### src/core/csi_slave_pkg.sv
// Constants, register map and carrier types for the clocked serial slave channel
//
// Behaviour
// - The channel moves exactly one frame per transfer, never a continuous stream.
// - Phase type 1: clock idles high, data changes on falling edge, sampled on rising.
// - Every transfer carries exactly 8 bits in each direction.
// - A transfer-end interrupt is raised when each single transfer completes.
// - The serial clock is only an input; the external master alone drives it.
// - The serial data output idles at logic 1 before any transfer.
// - Bit 0 of the output-enable control lets shifted data reach the output line.
// - Writing 1 to start-trigger bit 0 starts the channel into communication standby.
// - A started channel waits in standby until the master's clock edges arrive.
// - Busy goes low only after the next transmit byte has been loaded.
// - On transfer end the received byte is captured, then busy is driven high.
// - Each transfer end makes the received byte readable; software may load the next.
// - Overrun error is reported in bit 0 of the channel status register.
// - At transfer end the shift register moves to the data register, then interrupt rises.
// - Busy only gates the next transfer; it never disturbs a transfer in progress.
package csi_slave_pkg;

	localparam logic [7:0] OFS_CTRL   = 8'h00;
	localparam logic [7:0] OFS_START  = 8'h04;
	localparam logic [7:0] OFS_DATA   = 8'h08;
	localparam logic [7:0] OFS_STATUS = 8'h0c;
	localparam logic [7:0] OFS_MASK   = 8'h10;

	localparam int CTRL_OE_BIT    = 0;
	localparam int CTRL_READY_BIT = 1;
	localparam int START_TRIG_BIT = 0;
	localparam int START_STOP_BIT = 1;
	localparam int ST_OVR_BIT     = 0;
	localparam int ST_XFER_BIT    = 1;
	localparam int ST_RXFULL_BIT  = 2;
	localparam int ST_RUN_BIT     = 3;
	localparam int ST_BUSY_BIT    = 4;

	localparam int FRAME_BITS = 8;
	localparam int CNT_W      = 3;
	localparam logic [CNT_W-1:0] CNT_LAST = 3'h7;

	localparam logic [7:0] TX_RST    = 8'hff;
	localparam logic [1:0] STAT_RST  = 2'h0;
	localparam logic [1:0] MASK_RST  = 2'h0;
	localparam logic [1:0] RESP_OKAY = 2'h0;
	localparam logic [1:0] RESP_SLV  = 2'h2;

	typedef struct packed {
		logic sck;
		logic si;
	} link_in_s;

	localparam link_in_s LINK_IDLE = 2'h3;

endpackage

### src/core/link_sync.sv
// Two-flop synchroniser for the serial clock and data input pins
`timescale 1ns/1ns
module link_sync
	import csi_slave_pkg::*;
(
	input  wire logic     aclk,    // System clock
	input  wire logic     aresetn, // Synchronous reset, active low
	input  wire link_in_s raw,     // Asynchronous pin levels
	output link_in_s      sync     // Levels in the aclk domain
);
	link_in_s meta_q;
	link_in_s sync_q;

	always_ff @(posedge aclk) begin
		if (!aresetn) begin
			meta_q <= LINK_IDLE;
			sync_q <= LINK_IDLE;
		end else begin
			meta_q <= raw;
			sync_q <= meta_q;
		end
	end

	assign sync = sync_q;
endmodule

### src/core/frame_shifter.sv
// Eight-bit phase type 1 shift engine paced by the master's clock edges
`timescale 1ns/1ns
module frame_shifter
	import csi_slave_pkg::*;
(
	input  wire logic       aclk,     // System clock
	input  wire logic       aresetn,  // Synchronous reset, active low
	input  wire logic       run,      // Channel started
	input  wire logic       sck_fall, // Falling edge of serial clock seen
	input  wire logic       sck_rise, // Rising edge of serial clock seen
	input  wire logic       si,       // Synchronised serial data in
	input  wire logic [7:0] tx_byte,  // Byte to send in next frame
	output logic            so,       // Serial bit out
	output logic            done,     // One-cycle pulse at frame end
	output logic      [7:0] rx_byte   // Last byte received
);
	logic [7:0]       txsh_q;
	logic [7:0]       rxsh_q;
	logic [7:0]       rx_q;
	logic [CNT_W-1:0] cnt_q;
	logic             so_q;
	logic             done_q;

	wire first_bit = (cnt_q == '0);
	wire last_rise = run && sck_rise && (cnt_q == CNT_LAST);

	////////////////////////////////////////////////////////////////////////////
	// Data driven out on falling edge, sampled on rising edge, MSB first
	always_ff @(posedge aclk) begin
		if (!aresetn || !run) begin
			txsh_q <= TX_RST;
			so_q   <= 1'b1;
			cnt_q  <= '0;
		end else begin
			if (sck_fall) begin
				so_q   <= first_bit ? tx_byte[7] : txsh_q[7];
				txsh_q <= first_bit ? {tx_byte[6:0], 1'b0} : {txsh_q[6:0], 1'b0};
			end
			if (sck_rise) begin
				cnt_q <= cnt_q + 1'b1;
			end
		end
	end

	// Capture at the eighth rising edge; the frame ends there
	always_ff @(posedge aclk) begin
		if (!aresetn) begin
			rxsh_q <= 8'h00;
			rx_q   <= 8'h00;
			done_q <= 1'b0;
		end else begin
			done_q <= last_rise;
			if (run && sck_rise) begin
				rxsh_q <= {rxsh_q[6:0], si};
			end
			if (last_rise) begin
				rx_q <= {rxsh_q[6:0], si};
			end
		end
	end

	assign so      = so_q;
	assign done    = done_q;
	assign rx_byte = rx_q;

	////////////////////////////////////////////////////////////////////////////
	property p_frame_len;
		@(posedge aclk) disable iff (!aresetn)
		done |-> ($past(cnt_q) == CNT_LAST) && $past(sck_rise);
	endproperty
	a_frame_len: assert property (p_frame_len) else $error("frame ended before eight bits");

	property p_standby;
		@(posedge aclk) disable iff (!aresetn)
		run && !sck_fall && !sck_rise |=> $stable(cnt_q) && $stable(so_q) && !done;
	endproperty
	a_standby: assert property (p_standby) else $error("shifter moved without clock edges");

	property p_phase;
		@(posedge aclk) disable iff (!aresetn)
		run && sck_fall && !first_bit |=> so_q == $past(txsh_q[7]);
	endproperty
	a_phase: assert property (p_phase) else $error("output bit not shifted on falling edge");
endmodule

### src/core/csi_slave.sv
// Clocked serial slave channel with busy handshake and AXI4-Lite registers
//
// Implementation choices: the AXI4-Lite register port and the register addresses.
`timescale 1ns/1ns
module csi_slave
	import csi_slave_pkg::*;
(
	input  wire logic       aclk,             // System clock, 100 MHz
	input  wire logic       aresetn,          // Synchronous reset, active low
	input  wire logic [7:0] s_axi_awaddr,     // Write address
	input  wire logic       s_axi_awvalid,    // Write address valid
	output logic            s_axi_awready,    // Write address ready
	input  wire logic [31:0] s_axi_wdata,     // Write data
	input  wire logic [3:0] s_axi_wstrb,      // Write byte strobes
	input  wire logic       s_axi_wvalid,     // Write data valid
	output logic            s_axi_wready,     // Write data ready
	output logic [1:0]      s_axi_bresp,      // Write response
	output logic            s_axi_bvalid,     // Write response valid
	input  wire logic       s_axi_bready,     // Write response ready
	input  wire logic [7:0] s_axi_araddr,     // Read address
	input  wire logic       s_axi_arvalid,    // Read address valid
	output logic            s_axi_arready,    // Read address ready
	output logic [31:0]     s_axi_rdata,      // Read data
	output logic [1:0]      s_axi_rresp,      // Read response
	output logic            s_axi_rvalid,     // Read data valid
	input  wire logic       s_axi_rready,     // Read data ready
	input  wire logic       serial_clock_in,  // Serial clock from master
	input  wire logic       serial_data_in,   // Serial data from master
	output logic            serial_data_out,  // Serial data to master
	output logic            busy_out,         // High while not ready
	output logic            transfer_end_irq  // Level interrupt
);
	////////////////////////////////////////////////////////////////////////////
	// Link side
	link_in_s   pins;
	link_in_s   link;
	logic       sck_prev_q;
	logic       sh_so;
	logic       done;
	logic [7:0] rx_byte;

	assign pins.sck = serial_clock_in;
	assign pins.si  = serial_data_in;

	link_sync u_sync (
		.aclk    (aclk),
		.aresetn (aresetn),
		.raw     (pins),
		.sync    (link)
	);

	wire sck_fall = sck_prev_q && !link.sck;
	wire sck_rise = !sck_prev_q && link.sck;

	logic       running_q;
	logic [7:0] tx_q;

	// Busy is not an input here, so it cannot disturb a frame in flight
	frame_shifter u_shift (
		.aclk     (aclk),
		.aresetn  (aresetn),
		.run      (running_q),
		.sck_fall (sck_fall),
		.sck_rise (sck_rise),
		.si       (link.si),
		.tx_byte  (tx_q),
		.so       (sh_so),
		.done     (done),
		.rx_byte  (rx_byte)
	);

	////////////////////////////////////////////////////////////////////////////
	// AXI4-Lite write channel
	logic        awready_q;
	logic        wready_q;
	logic        bvalid_q;
	logic        aw_hold_q;
	logic        w_hold_q;
	logic [7:0]  awaddr_q;
	logic [31:0] wdata_q;
	logic [3:0]  wstrb_q;
	logic [1:0]  bresp_q;

	wire aw_take = s_axi_awvalid && awready_q;
	wire w_take  = s_axi_wvalid && wready_q;
	wire b_take  = bvalid_q && s_axi_bready;
	wire wr_go   = aw_hold_q && w_hold_q && !bvalid_q;
	wire wr_lo   = wr_go && wstrb_q[0];
	wire wr_hit  = (awaddr_q == OFS_CTRL) || (awaddr_q == OFS_START) || (awaddr_q == OFS_DATA)
		|| (awaddr_q == OFS_STATUS) || (awaddr_q == OFS_MASK);
	wire wr_ctrl   = wr_lo && (awaddr_q == OFS_CTRL);
	wire wr_start  = wr_lo && (awaddr_q == OFS_START);
	wire wr_data   = wr_lo && (awaddr_q == OFS_DATA);
	wire wr_status = wr_lo && (awaddr_q == OFS_STATUS);
	wire wr_mask   = wr_lo && (awaddr_q == OFS_MASK);

	always_ff @(posedge aclk) begin
		if (!aresetn) begin
			awready_q <= 1'b1;
			wready_q  <= 1'b1;
			bvalid_q  <= 1'b0;
			aw_hold_q <= 1'b0;
			w_hold_q  <= 1'b0;
			awaddr_q  <= 8'h00;
			wdata_q   <= 32'h0000_0000;
			wstrb_q   <= 4'h0;
			bresp_q   <= RESP_OKAY;
		end else begin
			if (aw_take) begin
				awready_q <= 1'b0;
				aw_hold_q <= 1'b1;
				awaddr_q  <= s_axi_awaddr;
			end
			if (w_take) begin
				wready_q <= 1'b0;
				w_hold_q <= 1'b1;
				wdata_q  <= s_axi_wdata;
				wstrb_q  <= s_axi_wstrb;
			end
			if (wr_go) begin
				aw_hold_q <= 1'b0;
				w_hold_q  <= 1'b0;
				bvalid_q  <= 1'b1;
				bresp_q   <= wr_hit ? RESP_OKAY : RESP_SLV;
			end
			if (b_take) begin
				bvalid_q  <= 1'b0;
				awready_q <= 1'b1;
				wready_q  <= 1'b1;
			end
		end
	end

	////////////////////////////////////////////////////////////////////////////
	// Channel control and status
	logic       oe_q;
	logic       busy_q;
	logic       tx_loaded_q;
	logic       rx_full_q;
	logic [1:0] status_q;
	logic [1:0] mask_q;
	logic       irq_q;
	logic       so_q;
	logic       rd_data_take;

	wire [1:0] st_set = {done, done && rx_full_q};
	wire [1:0] st_clr = wr_status ? {wdata_q[ST_XFER_BIT], wdata_q[ST_OVR_BIT]} : 2'h0;
	wire [1:0] status_d = (status_q & ~st_clr) | st_set;
	wire ready_req = wr_ctrl && wdata_q[CTRL_READY_BIT];

	always_ff @(posedge aclk) begin
		if (!aresetn) begin
			oe_q      <= 1'b0;
			running_q <= 1'b0;
			tx_q      <= TX_RST;
			mask_q    <= MASK_RST;
			status_q  <= STAT_RST;
		end else begin
			status_q <= status_d;
			if (wr_ctrl) begin
				oe_q <= wdata_q[CTRL_OE_BIT];
			end
			if (wr_start && wdata_q[START_TRIG_BIT]) begin
				running_q <= 1'b1;
			end else if (wr_start && wdata_q[START_STOP_BIT]) begin
				running_q <= 1'b0;
			end
			if (wr_data) begin
				tx_q <= wdata_q[7:0];
			end
			if (wr_mask) begin
				mask_q <= {wdata_q[ST_XFER_BIT], wdata_q[ST_OVR_BIT]};
			end
		end
	end

	// Handshake: busy drops only with a byte loaded, rises at every frame end
	always_ff @(posedge aclk) begin
		if (!aresetn) begin
			busy_q      <= 1'b1;
			tx_loaded_q <= 1'b0;
			rx_full_q   <= 1'b0;
			irq_q       <= 1'b0;
			so_q        <= 1'b1;
		end else begin
			if (done) begin
				busy_q <= 1'b1;
			end else if (ready_req && tx_loaded_q) begin
				busy_q <= 1'b0;
			end
			if (wr_data) begin
				tx_loaded_q <= 1'b1;
			end else if (done) begin
				tx_loaded_q <= 1'b0;
			end
			if (done) begin
				rx_full_q <= 1'b1;
			end else if (rd_data_take) begin
				rx_full_q <= 1'b0;
			end
			irq_q <= |(status_d & mask_q);
			so_q  <= oe_q ? sh_so : 1'b1;
		end
	end

	////////////////////////////////////////////////////////////////////////////
	// AXI4-Lite read channel
	logic        arready_q;
	logic        rvalid_q;
	logic [31:0] rdata_q;
	logic [1:0]  rresp_q;
	logic [31:0] rd_mux;
	logic        rd_hit;

	wire ar_take = s_axi_arvalid && arready_q;
	wire r_take  = rvalid_q && s_axi_rready;
	assign rd_data_take = ar_take && (s_axi_araddr == OFS_DATA);

	always_comb begin
		rd_mux = 32'h0000_0000;
		rd_hit = 1'b1;
		if (s_axi_araddr == OFS_CTRL) begin
			rd_mux[CTRL_OE_BIT] = oe_q;
		end else if (s_axi_araddr == OFS_START) begin
			rd_mux[START_TRIG_BIT] = running_q;
		end else if (s_axi_araddr == OFS_DATA) begin
			rd_mux[7:0] = rx_byte;
		end else if (s_axi_araddr == OFS_STATUS) begin
			rd_mux[ST_OVR_BIT]    = status_q[0];
			rd_mux[ST_XFER_BIT]   = status_q[1];
			rd_mux[ST_RXFULL_BIT] = rx_full_q;
			rd_mux[ST_RUN_BIT]    = running_q;
			rd_mux[ST_BUSY_BIT]   = busy_q;
		end else if (s_axi_araddr == OFS_MASK) begin
			rd_mux[ST_OVR_BIT]  = mask_q[0];
			rd_mux[ST_XFER_BIT] = mask_q[1];
		end else begin
			rd_hit = 1'b0;
		end
	end

	always_ff @(posedge aclk) begin
		if (!aresetn) begin
			arready_q  <= 1'b1;
			rvalid_q   <= 1'b0;
			rdata_q    <= 32'h0000_0000;
			rresp_q    <= RESP_OKAY;
			sck_prev_q <= 1'b1;
		end else begin
			sck_prev_q <= link.sck;
			if (ar_take) begin
				arready_q <= 1'b0;
				rvalid_q  <= 1'b1;
				rdata_q   <= rd_mux;
				rresp_q   <= rd_hit ? RESP_OKAY : RESP_SLV;
			end else if (r_take) begin
				rvalid_q  <= 1'b0;
				arready_q <= 1'b1;
			end
		end
	end

	assign s_axi_awready    = awready_q;
	assign s_axi_wready     = wready_q;
	assign s_axi_bvalid     = bvalid_q;
	assign s_axi_bresp      = bresp_q;
	assign s_axi_arready    = arready_q;
	assign s_axi_rvalid     = rvalid_q;
	assign s_axi_rdata      = rdata_q;
	assign s_axi_rresp      = rresp_q;
	assign serial_data_out  = so_q;
	assign busy_out         = busy_q;
	assign transfer_end_irq = irq_q;

	////////////////////////////////////////////////////////////////////////////
	property p_oe_gate;
		@(posedge aclk) disable iff (!aresetn)
		!oe_q |=> serial_data_out;
	endproperty
	a_oe_gate: assert property (p_oe_gate) else $error("data out not held high while disabled");

	property p_idle_high;
		@(posedge aclk) disable iff (!aresetn)
		!running_q ##1 !running_q |=> serial_data_out;
	endproperty
	a_idle_high: assert property (p_idle_high) else $error("data out not idle high before start");

	property p_end_flag;
		@(posedge aclk) disable iff (!aresetn)
		done |=> status_q[1] && rx_full_q ##1 (transfer_end_irq || !(status_q[1] && $past(mask_q[1])));
	endproperty
	a_end_flag: assert property (p_end_flag) else $error("transfer end not flagged");

	property p_busy_after;
		@(posedge aclk) disable iff (!aresetn)
		done |=> busy_q && (rx_byte == $past(rx_byte));
	endproperty
	a_busy_after: assert property (p_busy_after) else $error("busy not raised at transfer end");

	property p_overrun;
		@(posedge aclk) disable iff (!aresetn)
		done && rx_full_q |=> status_q[0];
	endproperty
	a_overrun: assert property (p_overrun) else $error("overrun not flagged");

	property p_ready_loaded;
		@(posedge aclk) disable iff (!aresetn)
		$fell(busy_q) |-> $past(tx_loaded_q) && $past(ready_req);
	endproperty
	a_ready_loaded: assert property (p_ready_loaded) else $error("busy dropped without a loaded byte");

	property p_start;
		@(posedge aclk) disable iff (!aresetn)
		wr_start && wdata_q[START_TRIG_BIT] |=> running_q ##1 s_axi_bvalid || $past(b_take);
	endproperty
	a_start: assert property (p_start) else $error("start trigger ignored");

	property p_irq_level;
		@(posedge aclk) disable iff (!aresetn)
		|(status_q & mask_q) ##1 |(status_q & mask_q) |-> transfer_end_irq;
	endproperty
	a_irq_level: assert property (p_irq_level) else $error("interrupt low with unmasked status set");
endmodule

### config.mk
export PLATFORM = sky130hd
export DESIGN_NAME = csi_slave
export DESIGN_NICKNAME = d
export VERILOG_FILES = /design/src/core/csi_slave_pkg.sv /design/src/core/link_sync.sv /design/src/core/frame_shifter.sv /design/src/core/csi_slave.sv
export SDC_FILE = /design/constraint.sdc
export NUM_CORES = 1
export LEC_CHECK = 0
export ABC_AREA = 1
export BUFFER_PORTS_ARGS = -buffer_cell sky130_fd_sc_hd__buf_2
export CELL_PAD_IN_SITES_DETAIL_PLACEMENT = 1
export CELL_PAD_IN_SITES_GLOBAL_PLACEMENT = 1
export CORE_MARGIN = 4
export CORE_UTILIZATION = 40
export DETAILED_ROUTE_END_ITERATION = 10
export GPL_TIMING_DRIVEN = 0
export PLACE_DENSITY_LB_ADDON = 0.1
export SYNTH_ARGS = -nofsm -noshare
export SYNTH_HDL_FRONTEND = slang
export SYNTH_SLANG_ARGS = --single-unit
### constraint.sdc
create_clock -name aclk -period 2.1 [get_ports aclk]
set_input_delay 0.21 -clock aclk [delete_from_list [all_inputs] [get_ports aclk]]
set_output_delay 0.21 -clock aclk [all_outputs]
set_load 0.02 [all_outputs]
# Word level (Yosys, flattened, before mapping)
# Index checks and enable logic that the tools add are counted.
# op_classes
add_sub_neg	1
muxes	29
n_reduce_logical	45
bitwise	5
eq_ne	9
# op_table
op	n
8-bit by 4-bit equality test with 1-bit output (second input constant)	4
1-bit logical AND	23
1-bit 2-to-1 mux	18
8-bit by 3-bit equality test with 1-bit output (second input constant)	2
8-bit by 5-bit equality test with 1-bit output (second input constant)	2
8-bit zero test	2
7-bit 2-to-1 mux	2
2-bit 2-to-1 mux	5
8-bit 2-to-1 mux	1
2-bit nonzero test	4
2-bit OR reduction	4
3-bit 2-to-1 mux	2
1-bit zero test	5
1-bit logical OR	5
5-bit 2-to-1 mux	1
2-bit bitwise AND	2
3-bit by 1-bit adder with 3-bit output (second input constant)	1
3-bit equality test (second input constant)	1
3-bit zero test	1
2-bit inverter	1
2-bit bitwise OR	1
2-bit AND reduction	1
1-bit inverter	1
# totals
input_bits	61
reg_bits	88
output_inout_bits	44

# Logic depth before layout (Yosys ltp)
# Gate-level depths: netlist of run 1.
# logic_depth
depth_word	10
depth_mapped	9
mapped_depth_nobuf	9

# Modules after synthesis
# A second synthesis of run 1 with hierarchy kept.
# unflattened
cells_unflattened	515
area_unflattened_um2	3742.3
# by_module_without_submodules
mod	cells_each	instances	seq_area_each_um2	area_each_um2
csi_slave	343	1	1081.0	2476.1
frame_shifter	160	1	560.5	1156.1
link_sync	12	1	80.1	110.1

# Worst setup path before layout of run 1
# Ideal clock, no wire load.
# synth_path
path_type	register to register
from	reg u_shift.cnt_q[0]
to	reg u_shift.so_q, in the netlist u_shift.so
setup_ns	0.124
n_path_buf	0
path_slack_ns	0.857
t_required_ns	1.976
arrival_ns	1.119
stages_incl_launch_ff	8
synth_period_minus_slack_ns	1.243
path_cell_list	dfxtp_1 inv_1 ha_1 inv_1 nor2_1 inv_1 nor2_1 o21ai_0
# synth_between
elab_chain_cells	2
# synth_lines
element	line_no	text
from (decl)	frame_shifter.sv:20	logic [CNT_W-1:0] cnt_q;
from (signal assigned)	frame_shifter.sv:40	cnt_q <= cnt_q + 1'b1;
3-bit zero test	frame_shifter.sv:24	wire first_bit = (cnt_q == '0);
1-bit 2-to-1 mux	frame_shifter.sv:36	so_q <= first_bit ? tx_byte[7] : txsh_q[7];
to (signal assigned)	frame_shifter.sv:36	
to (decl)	frame_shifter.sv:21	logic so_q;
# No other way between the ends.
# A chain may end at the register's enable or synchronous reset.

# Worst setup path after layout of run 1
# layout_path
from	reg u_shift.cnt_q[0]
to	reg u_shift.txsh_q[1]
# layout_between
elab_chain_cells	2
# layout_lines
element	line_no	text
3-bit zero test	frame_shifter.sv:24	
8-bit 2-to-1 mux	frame_shifter.sv:37	txsh_q <= first_bit ? {tx_byte[6:0], 1'b0} : {txsh_q[6:0], 1'b0};
to (signal assigned)	frame_shifter.sv:37	
to (decl)	frame_shifter.sv:17	logic [7:0] txsh_q;
# No other way between the ends.

==> reports/qor.txt, run 1 <==
===========================================================================================
Status ....................................................................... finished, final reports clean
Primary flip-flop cell chosen by synthesis mapping ...........................      dfxtp_1
Distinct cells, synth ........................................................           35
Setup slack after placement ..................................................     0.496 ns
Clock Path Buffers ...........................................................            2
Total global routing overflow ................................................            0
Nets .........................................................................          616
DR WL met2 ...................................................................      4410 um
Initial core utilization .....................................................        0.415
Worst setup SP type ..........................................................    flip-flop
Total GRT Usage ..............................................................        0.174
Post-Syn Area ................................................................    3650 um^2
Count of filler cells inserted in the layout .................................         1168
Number of remaining DRC errors ...............................................            0
Via count of the first global-routing pass ...................................         3233
Count of buffers inserted at the top-level ports .............................           51
Vias after detailed routing ..................................................         3175
CP Capture Type ..............................................................    flip-flop
Cell accounting for the most synthesized area ................................      dfxtp_1
Ys async rst share ...........................................................            0
Number of maximum-capacitance constraint violations ..........................            0
Worst Slack Setup Final ......................................................     0.510 ns
Number of antenna violations at the first check in global routing ............            0
Highest attainable clock frequency ...........................................      629 MHz
Die ar. ......................................................................   10700 um^2
Vias per inst ................................................................         4.77
Worst hold-check slack .......................................................    0.0362 ns
Number of gates given a new drive strength after cts .........................            0
Depth of the most critical reg-to-reg path ...................................            7
Placer congestion estimate ...................................................        0.758
Buffer count from post-CTS setup fixing ......................................            0
Antenna cell count ...........................................................            0
TritonCTS sink count .........................................................           86
Root buffer cell .............................................................     clkbuf_8
Leak pwr .....................................................................      1.98 nW
Measured slew at the worst slew-check pin ....................................     0.523 ns
Number of levels the H-tree was split into ...................................            3
Sequential fraction of the synthesis area ....................................        0.471
Total half-perimeter wirelength after legalization and detailed placement ....      6990 um
Post-detailed-routing wire length ............................................      8930 um
Mean area per synthesized cell ...............................................    7.86 um^2
Number of design-rule violations left by the first detailed-router iteration .          103
Type of the worst setup path ................................................. flip-flop to flip-flop
Relative max-transition margin ...............................................        0.651
Critical-path maximum fanout .................................................            9
Total met3 wirelength after detailed routing .................................       419 um
Source-to-sink clock delay at the later pin of the worst-skew pair ...........      0.35 ns
IR drop worst, VDD ...........................................................     0.422 mV
Fraction of layout cells with a size suffix above 1 ..........................        0.221
Tcrit/Tclk final .............................................................        0.757
P per Cell Area ..............................................................  715 nW/um^2
First-pass GRT wire length ...................................................     15300 um
Chip height ..................................................................       104 um
Detailed-route wire length per cell ..........................................      13.4 um
Clock transition at path regs ................................................      0.09 ns
Final worst path period need .................................................      1.59 ns
Top layer used by detailed routing ...........................................         met4
Worst clock skew .............................................................   0.00919 ns
RSZ-0062 raised after global routing .........................................           no
Chip width ...................................................................       104 um
Number of flops mapped to enable cells by yosys ..............................            0
Post-synth top area share ....................................................        0.471
Synth-to-layout area growth ..................................................        17.8%
Count of endpoints failing hold in the final timing report ...................            0
DRT Pass-1 Iters .............................................................            4
Most used standard cell by instance count after synthesis ....................      dfxtp_1
Final antenna-violating net count ............................................            0
Core area ....................................................................    8810 um^2
Number of buffers added by the clock tree synthesis step .....................            9
Number of cells on the worst hold path .......................................            2
CP arrival ...................................................................      1.82 ns
Synth cell count leaders ..................................................... dfxtp_1, nand2_1, nor2_1
Detailed-route wire length on metal 1 ........................................      4010 um
Setup-failing EPs final ......................................................            0
Instance count of the mapped netlist .........................................          465
Std cell rows ................................................................           34
Cells taking the most area after synthesis ................................... dfxtp_1, nand2_1, o21ai_0
Number of synthesis warnings .................................................            0
Number of hold buffers added after cts .......................................            0
Fin Setup TNS ................................................................         0 ns
I/O Pins .....................................................................          105
Final slew viol count ........................................................            0
Kind of path behind the tightest hold check .................................. input port to flip-flop
Critical Path RT .............................................................      2.33 ns
Largest net degree at the start of global routing ............................           15
Clock tree from TritonCTS ....................................................          yes
Number of synthesized register bits ..........................................           86
===========================================================================================
layer usage:
| metal | track usage | vias up |
|---|---|---|
| met4 | 0.0484 | 0 |
| met3 | 0.0504 | 7 |
| met5 | 0 | - |
| met1 | 0.211 | 1466 |
| li1 | - | 1638 |
| met2 | 0.301 | 64 |
where the power goes:
group          leakage [nW]  switching (mW)  total, mW  internal (mW)
combinational          1.19           0.221      0.340          0.119
clock                0.0837           0.597       1.03          0.433
sequential            0.701          0.0316       1.71           1.68
total                  1.98           0.850       3.08           2.23
worst paths after layout:
kind,startpoint,slack [ns],endpoint
worst max-delay path,u_shift.cnt_q[0],0.51,u_shift.txsh_q[1]
worst min-delay path,serial_data_in,0.04,u_sync.meta_q[0]
worst max register to register,u_shift.cnt_q[0],0.51,u_shift.txsh_q[1]
worst min register to register,u_sync.meta_q[0],0.43,u_sync.sync[0]
state kept, by name (all words and copies together) (netlist names), 2 cells and up:
signal	count
awaddr_q	8
mask_q	2
s_axi_rdata	8
status_q	2
tx_q	8
u_shift.cnt_q	3
u_shift.rx_byte	8
u_shift.rxsh_q	7
u_shift.txsh_q	8
u_sync.meta_q	2
u_sync.sync	2
wdata_q	8
critical path, stage by stage, from the launching register on:
cell,delay [ns]
dfxtp_1,0.32
inv_1,0.09
ha_1,0.15
inv_1,0.04
nor2_1,0.37
inv_1,0.25
nor2_1,0.15
o21ai_0,0.11
through the flow:
stage	cell area, um^2	instances	utilization	power (mW)
after detailed placement	4140	649	0.470	2.09
after global routing	4300	665	0.489	3.25
after CTS	4300	665	0.489	3.12
after floorplan	3750	490	-	1.99
final	4300	665	0.489	3.08
after global placement	4140	649	0.470	2.07
cells in the final DEF (no fill, tap or decap), types with 9 or more instances in the layout:
| cell | count |
|---|---|
| a21oi_1 | 40 |
| clkbuf_8 | 9 |
| o21ai_0 | 45 |
| nand2_1 | 84 |
| dfxtp_1 | 86 |
| conb_1 | 26 |
| buf_2 | 54 |
| nor2_1 | 56 |
| nand3_1 | 34 |
| inv_1 | 37 |
| clkbuf_1 | 9 |
| buf_4 | 26 |
layout make-up:
class	instances	area, um^2	share of cell area
inverter	42	165	0.0384
tap	108	135	0.0314
buffer	36	236	0.0549
clock buffer	11	131	0.0305
clock inverter	5	35.0	0.00814
timing repair buffer	51	255	0.0593
multi-input combinational	326	1620	0.377
sequential	86	1720	0.400
kinds of logic (layout without fill, tap and decap cells):
kind of cell             after synthesis  after routing  synth area share
other                                  1             26           0.00103
AO/OA/AOI/OAI                         96             96             0.139
adder cells (fa/ha/maj)                3              3            0.0103
flip-flops                            86             86             0.471
buffers and inverters                 78            145             0.110
AND/OR/NAND/NOR                      201            201             0.268
(Power assumes the default switching activity.)
==> inputs of run 2 (changes only) <==
--- a/config.mk
+++ b/config.mk
@@ -5,12 +5,12 @@
 export SDC_FILE = /design/constraint.sdc
 export NUM_CORES = 1
 export LEC_CHECK = 0
-export ABC_AREA = 1
+export ABC_AREA = 0
 export BUFFER_PORTS_ARGS = -buffer_cell sky130_fd_sc_hd__buf_2
 export CELL_PAD_IN_SITES_DETAIL_PLACEMENT = 1
 export CELL_PAD_IN_SITES_GLOBAL_PLACEMENT = 1
 export CORE_MARGIN = 4
-export CORE_UTILIZATION = 40
+export CORE_UTILIZATION = 38
 export DETAILED_ROUTE_END_ITERATION = 10
 export GPL_TIMING_DRIVEN = 0
 export PLACE_DENSITY_LB_ADDON = 0.1
==> constraint.sdc (replaced) <==
create_clock -name aclk -period 1.53 [get_ports aclk]
set_input_delay 0.153 -clock aclk [delete_from_list [all_inputs] [get_ports aclk]]
set_output_delay 0.153 -clock aclk [all_outputs]
set_load 0.02 [all_outputs]
==> reports/qor.txt, run 2 <==
===========================================================================================
Status ....................................................................... finished, final reports clean
Number of synthesis warnings .................................................            0   unchanged
Std cell rows ................................................................           35   +2.9%
Number of buffers added by the clock tree synthesis step .....................            9   unchanged
Chip width ...................................................................       107 um   +3.2%
Net switching share of the total power .......................................        0.239   -0.0370
Number of flops mapped to enable cells by yosys ..............................            0   unchanged
Cell accounting for the most synthesized area ................................      dfxtp_1
Critical Path RT .............................................................      1.75 ns   -0.58 ns
Final worst path period need .................................................      1.43 ns   -0.160 ns
Cell with the largest stage delay on the worst path ..........................      dfxtp_1
Number of antenna violations at the first check in global routing ............            0   unchanged
Depth of the most critical reg-to-reg path ...................................            6   -1
Cells taking the most area after synthesis ................................... dfxtp_1, nand2_1, mux2i_1
Initial core utilization .....................................................        0.396   -0.0188
Vias after detailed routing ..................................................         3058   -3.7%
Count of endpoints failing hold in the final timing report ...................            0   unchanged
Post-synth top area share ....................................................        0.464   -0.00746
Most used standard cell by instance count after synthesis ....................      dfxtp_1
Synth cell count leaders ..................................................... dfxtp_1, nand2_1, a21boi_0, buf_4, mux2i_1
Total half-perimeter wirelength after legalization and detailed placement ....      6610 um   -5.4%
Post-Route Utilization .......................................................        0.478   -0.0111
Core area ....................................................................    9370 um^2   +6.4%
DRT Pass-1 Iters .............................................................            4   unchanged
Number of maximum-capacitance constraint violations ..........................            0   unchanged
Number of synthesized register bits ..........................................           86   unchanged
Die ar. ......................................................................   11400 um^2   +6.4%
Root buffer cell .............................................................     clkbuf_8
CP Capture Type ..............................................................    flip-flop
Clock tree from TritonCTS ....................................................          yes
RSZ-0062 raised after global routing .........................................          yes
Total non-filler cell area in the finished layout ............................    4480 um^2   +4.0%
Number of levels the H-tree was split into ...................................            3   unchanged
Mean area per synthesized cell ...............................................    8.97 um^2   +14%
Number of cells on the worst hold path .......................................            2   unchanged
Ys async rst share ...........................................................            0   unchanged
Post-detailed-routing wire length ............................................      8690 um   -2.8%
Measured slew at the worst slew-check pin ....................................     0.565 ns   +0.0418 ns
Final antenna-violating net count ............................................            0   unchanged
Tcrit/Tclk final .............................................................        0.935   +0.177
Sequential fraction of the synthesis area ....................................        0.464   -0.00746
P per Cell Area .............................................................. 1000 nW/um^2   +41%
Vias per inst ................................................................         4.81   +0.71%
Worst Slack Setup Final ......................................................     0.100 ns   -0.410 ns
CP arrival ...................................................................      1.65 ns   -0.17 ns
Leak pwr .....................................................................      1.93 nW   -2.3%
Type of the worst setup path ................................................. flip-flop to flip-flop
Critical path's largest stage delay ..........................................      0.36 ns   about the same
Primary flip-flop cell chosen by synthesis mapping ...........................      dfxtp_1
Worst hold-check slack .......................................................   0.00781 ns   -0.0283 ns
Chip height ..................................................................       107 um   +3.2%
Synth-to-layout area growth ..................................................        20.6%
Critical-path maximum fanout .................................................            9   unchanged
Setup slack after placement ..................................................   -0.0114 ns   -0.507 ns
Relative max-transition margin ...............................................        0.623   -0.0279
Setup-failing EPs final ......................................................            0   unchanged
Proportion of power drawn by combinational gates .............................        0.093   -0.017
List of cells traversed by the critical path ................................. nor4_4 -> buf_4 -> nand4_2 -> buf_6 -> mux2i_2 -> nand2_1
IR drop worst, VDD ...........................................................     0.531 mV   +26%
Antenna cell count ...........................................................            0   unchanged
Number of design-rule violations left by the first detailed-router iteration .           61   -41%
Worst clock skew .............................................................   0.00792 ns   -0.00127 ns
Source-to-sink clock delay at the later pin of the worst-skew pair ...........      0.35 ns   about the same
Fraction of layout cells with a size suffix above 1 ..........................        0.213   -0.00781
Nets .........................................................................          566   -8.1%
Fraction of power consumed by sequential logic ...............................        0.518   -0.037
Detailed-route wire length per cell ..........................................      13.7 um   +1.7%
Kind of path behind the tightest hold check .................................. input port to flip-flop
Clk network pwr share ........................................................        0.389   +0.054
Number of remaining DRC errors ...............................................            0   unchanged
First-pass GRT wire length ...................................................     14700 um   -3.9%
Total GRT Usage ..............................................................        0.159   -0.0147
Placement-stage cell area ....................................................    4210 um^2   +1.8%
Instance count of the mapped netlist .........................................          414   -11%
I/O Pins .....................................................................          105   unchanged
Placer congestion estimate ...................................................        0.778   +2.7%
Post-layout power ............................................................      4.50 mW   +46%
Highest attainable clock frequency ...........................................      699 MHz   +11%
Total global routing overflow ................................................            0   unchanged
Commonest non-fill, non-tap cell in the layout ...............................      dfxtp_1
Post-Syn Area ................................................................    3710 um^2   +1.6%
Via count of the first global-routing pass ...................................         3076   -4.9%
Distinct cells, synth ........................................................           47   +34%
Clock transition at path regs ................................................      0.08 ns   about the same
Worst setup SP type ..........................................................    flip-flop
Clock Path Buffers ...........................................................            2   unchanged
Top library cells by usage in the layout, fill and taps aside ................ dfxtp_1, nand2_1, buf_2
Internal cell power ..........................................................      3.42 mW   +54%
TritonCTS sink count .........................................................           86   unchanged
Final slew viol count ........................................................            0   unchanged
Largest net degree at the start of global routing ............................           14   -1
Count of buffers inserted at the top-level ports .............................           49   -3.9%
Net Sw Power .................................................................      1.08 mW   +27%
===========================================================================================
==> run 2: logic make-up (layout without fill, tap and decap cells) <==
group                      count (synthesis)  count (layout)  synth area share
xor gates and xnor gates                   1               1           0.00236
DFF                                       86              86             0.464
AOI/OAI and AO/OA                         78              78             0.146
buffers and inverters                     54             122            0.0853
and+or+nand+nor                          168             168             0.229
adders and majority gates                  3               3            0.0101
other                                      1              26           0.00101
muxes                                     23              23            0.0620
==> run 2: path summary, 6_finish.rpt <==
path / startpoint / to / slack [ns]
worst max register to register: awaddr_q[7] / tx_q[1] / 0.10
worst min register to register: u_sync.meta_q[1] / u_sync.sync[1] / 0.41
worst max-delay path: awaddr_q[7] / tx_q[1] / 0.10
worst min-delay path: s_axi_wvalid / s_axi_wready / 0.008
==> run 2: power groups by stage <==
stage | clock, mW | sequential (mW) | combinational, mW
2_1_floorplan | 0 | 2.38 | 0.275
3_3_place_gp | 0 | 2.38 | 0.402
3_5_place_dp | 0 | 2.38 | 0.411
4_1_cts | 1.79 | 2.33 | 0.416
5_1_grt | 1.89 | 2.34 | 0.467
6_report | 1.75 | 2.33 | 0.420
==> run 2: area by class of cell <==
| cell class | count | area, um^2 |
|---|---|---|
| Fill cell | 1186 | 4890 |
| Buffer | 47 | 297 |
| Clock inverter | 3 | 67.6 |
| Inverter | 7 | 26.3 |
| Sequential cell | 86 | 1720 |
| Timing Repair Buffer | 52 | 273 |
| Tap cell | 129 | 161 |
| Multi-Input combinational cell | 299 | 1780 |
| Clock buffer | 13 | 149 |
==> run 2: critical path: cells and delay by family, from the launching register on <==
| kind | cells | cell delay, ns |
|---|---|---|
| buffers and inverters | 2 | 0.36 |
| flip-flops | 1 | 0.36 |
| multiplexers | 1 | 0.17 |
| AND/OR/NAND/NOR | 3 | 0.41 |
==> run 2: metal layers <==
layer / global-route usage / vias up / wire length, um
li1: - / 1541 / -
met1: 0.198 / 1447 / 3980
met2: 0.274 / 55 / 4270
met3: 0.0373 / 15 / 319
met4: 0.0466 / 0 / 121
met5: 0 / - / 0
==> run 2: repair_timing <==
item / 4_1_cts / 5_1_grt
setup buffers: 0 / 1
hold buffers: 2 / 0
endpoints found under the setup margin: 0 / 28
endpoints found under the hold margin: 2 / 0
gates resized for setup: 0 / 8
==> run 2: per-stage QoR <==
| step | setup TNS (ns) | instances |
|---|---|---|
| 3_5_place_dp | -0.0134 | 617 |
| 3_3_place_gp | -0.0182 | 617 |
| 4_1_cts | 0 | 635 |
| 5_1_grt | -0.00268 | 636 |
| 6_report | 0 | 636 |
| 2_1_floorplan | 0 | 439 |
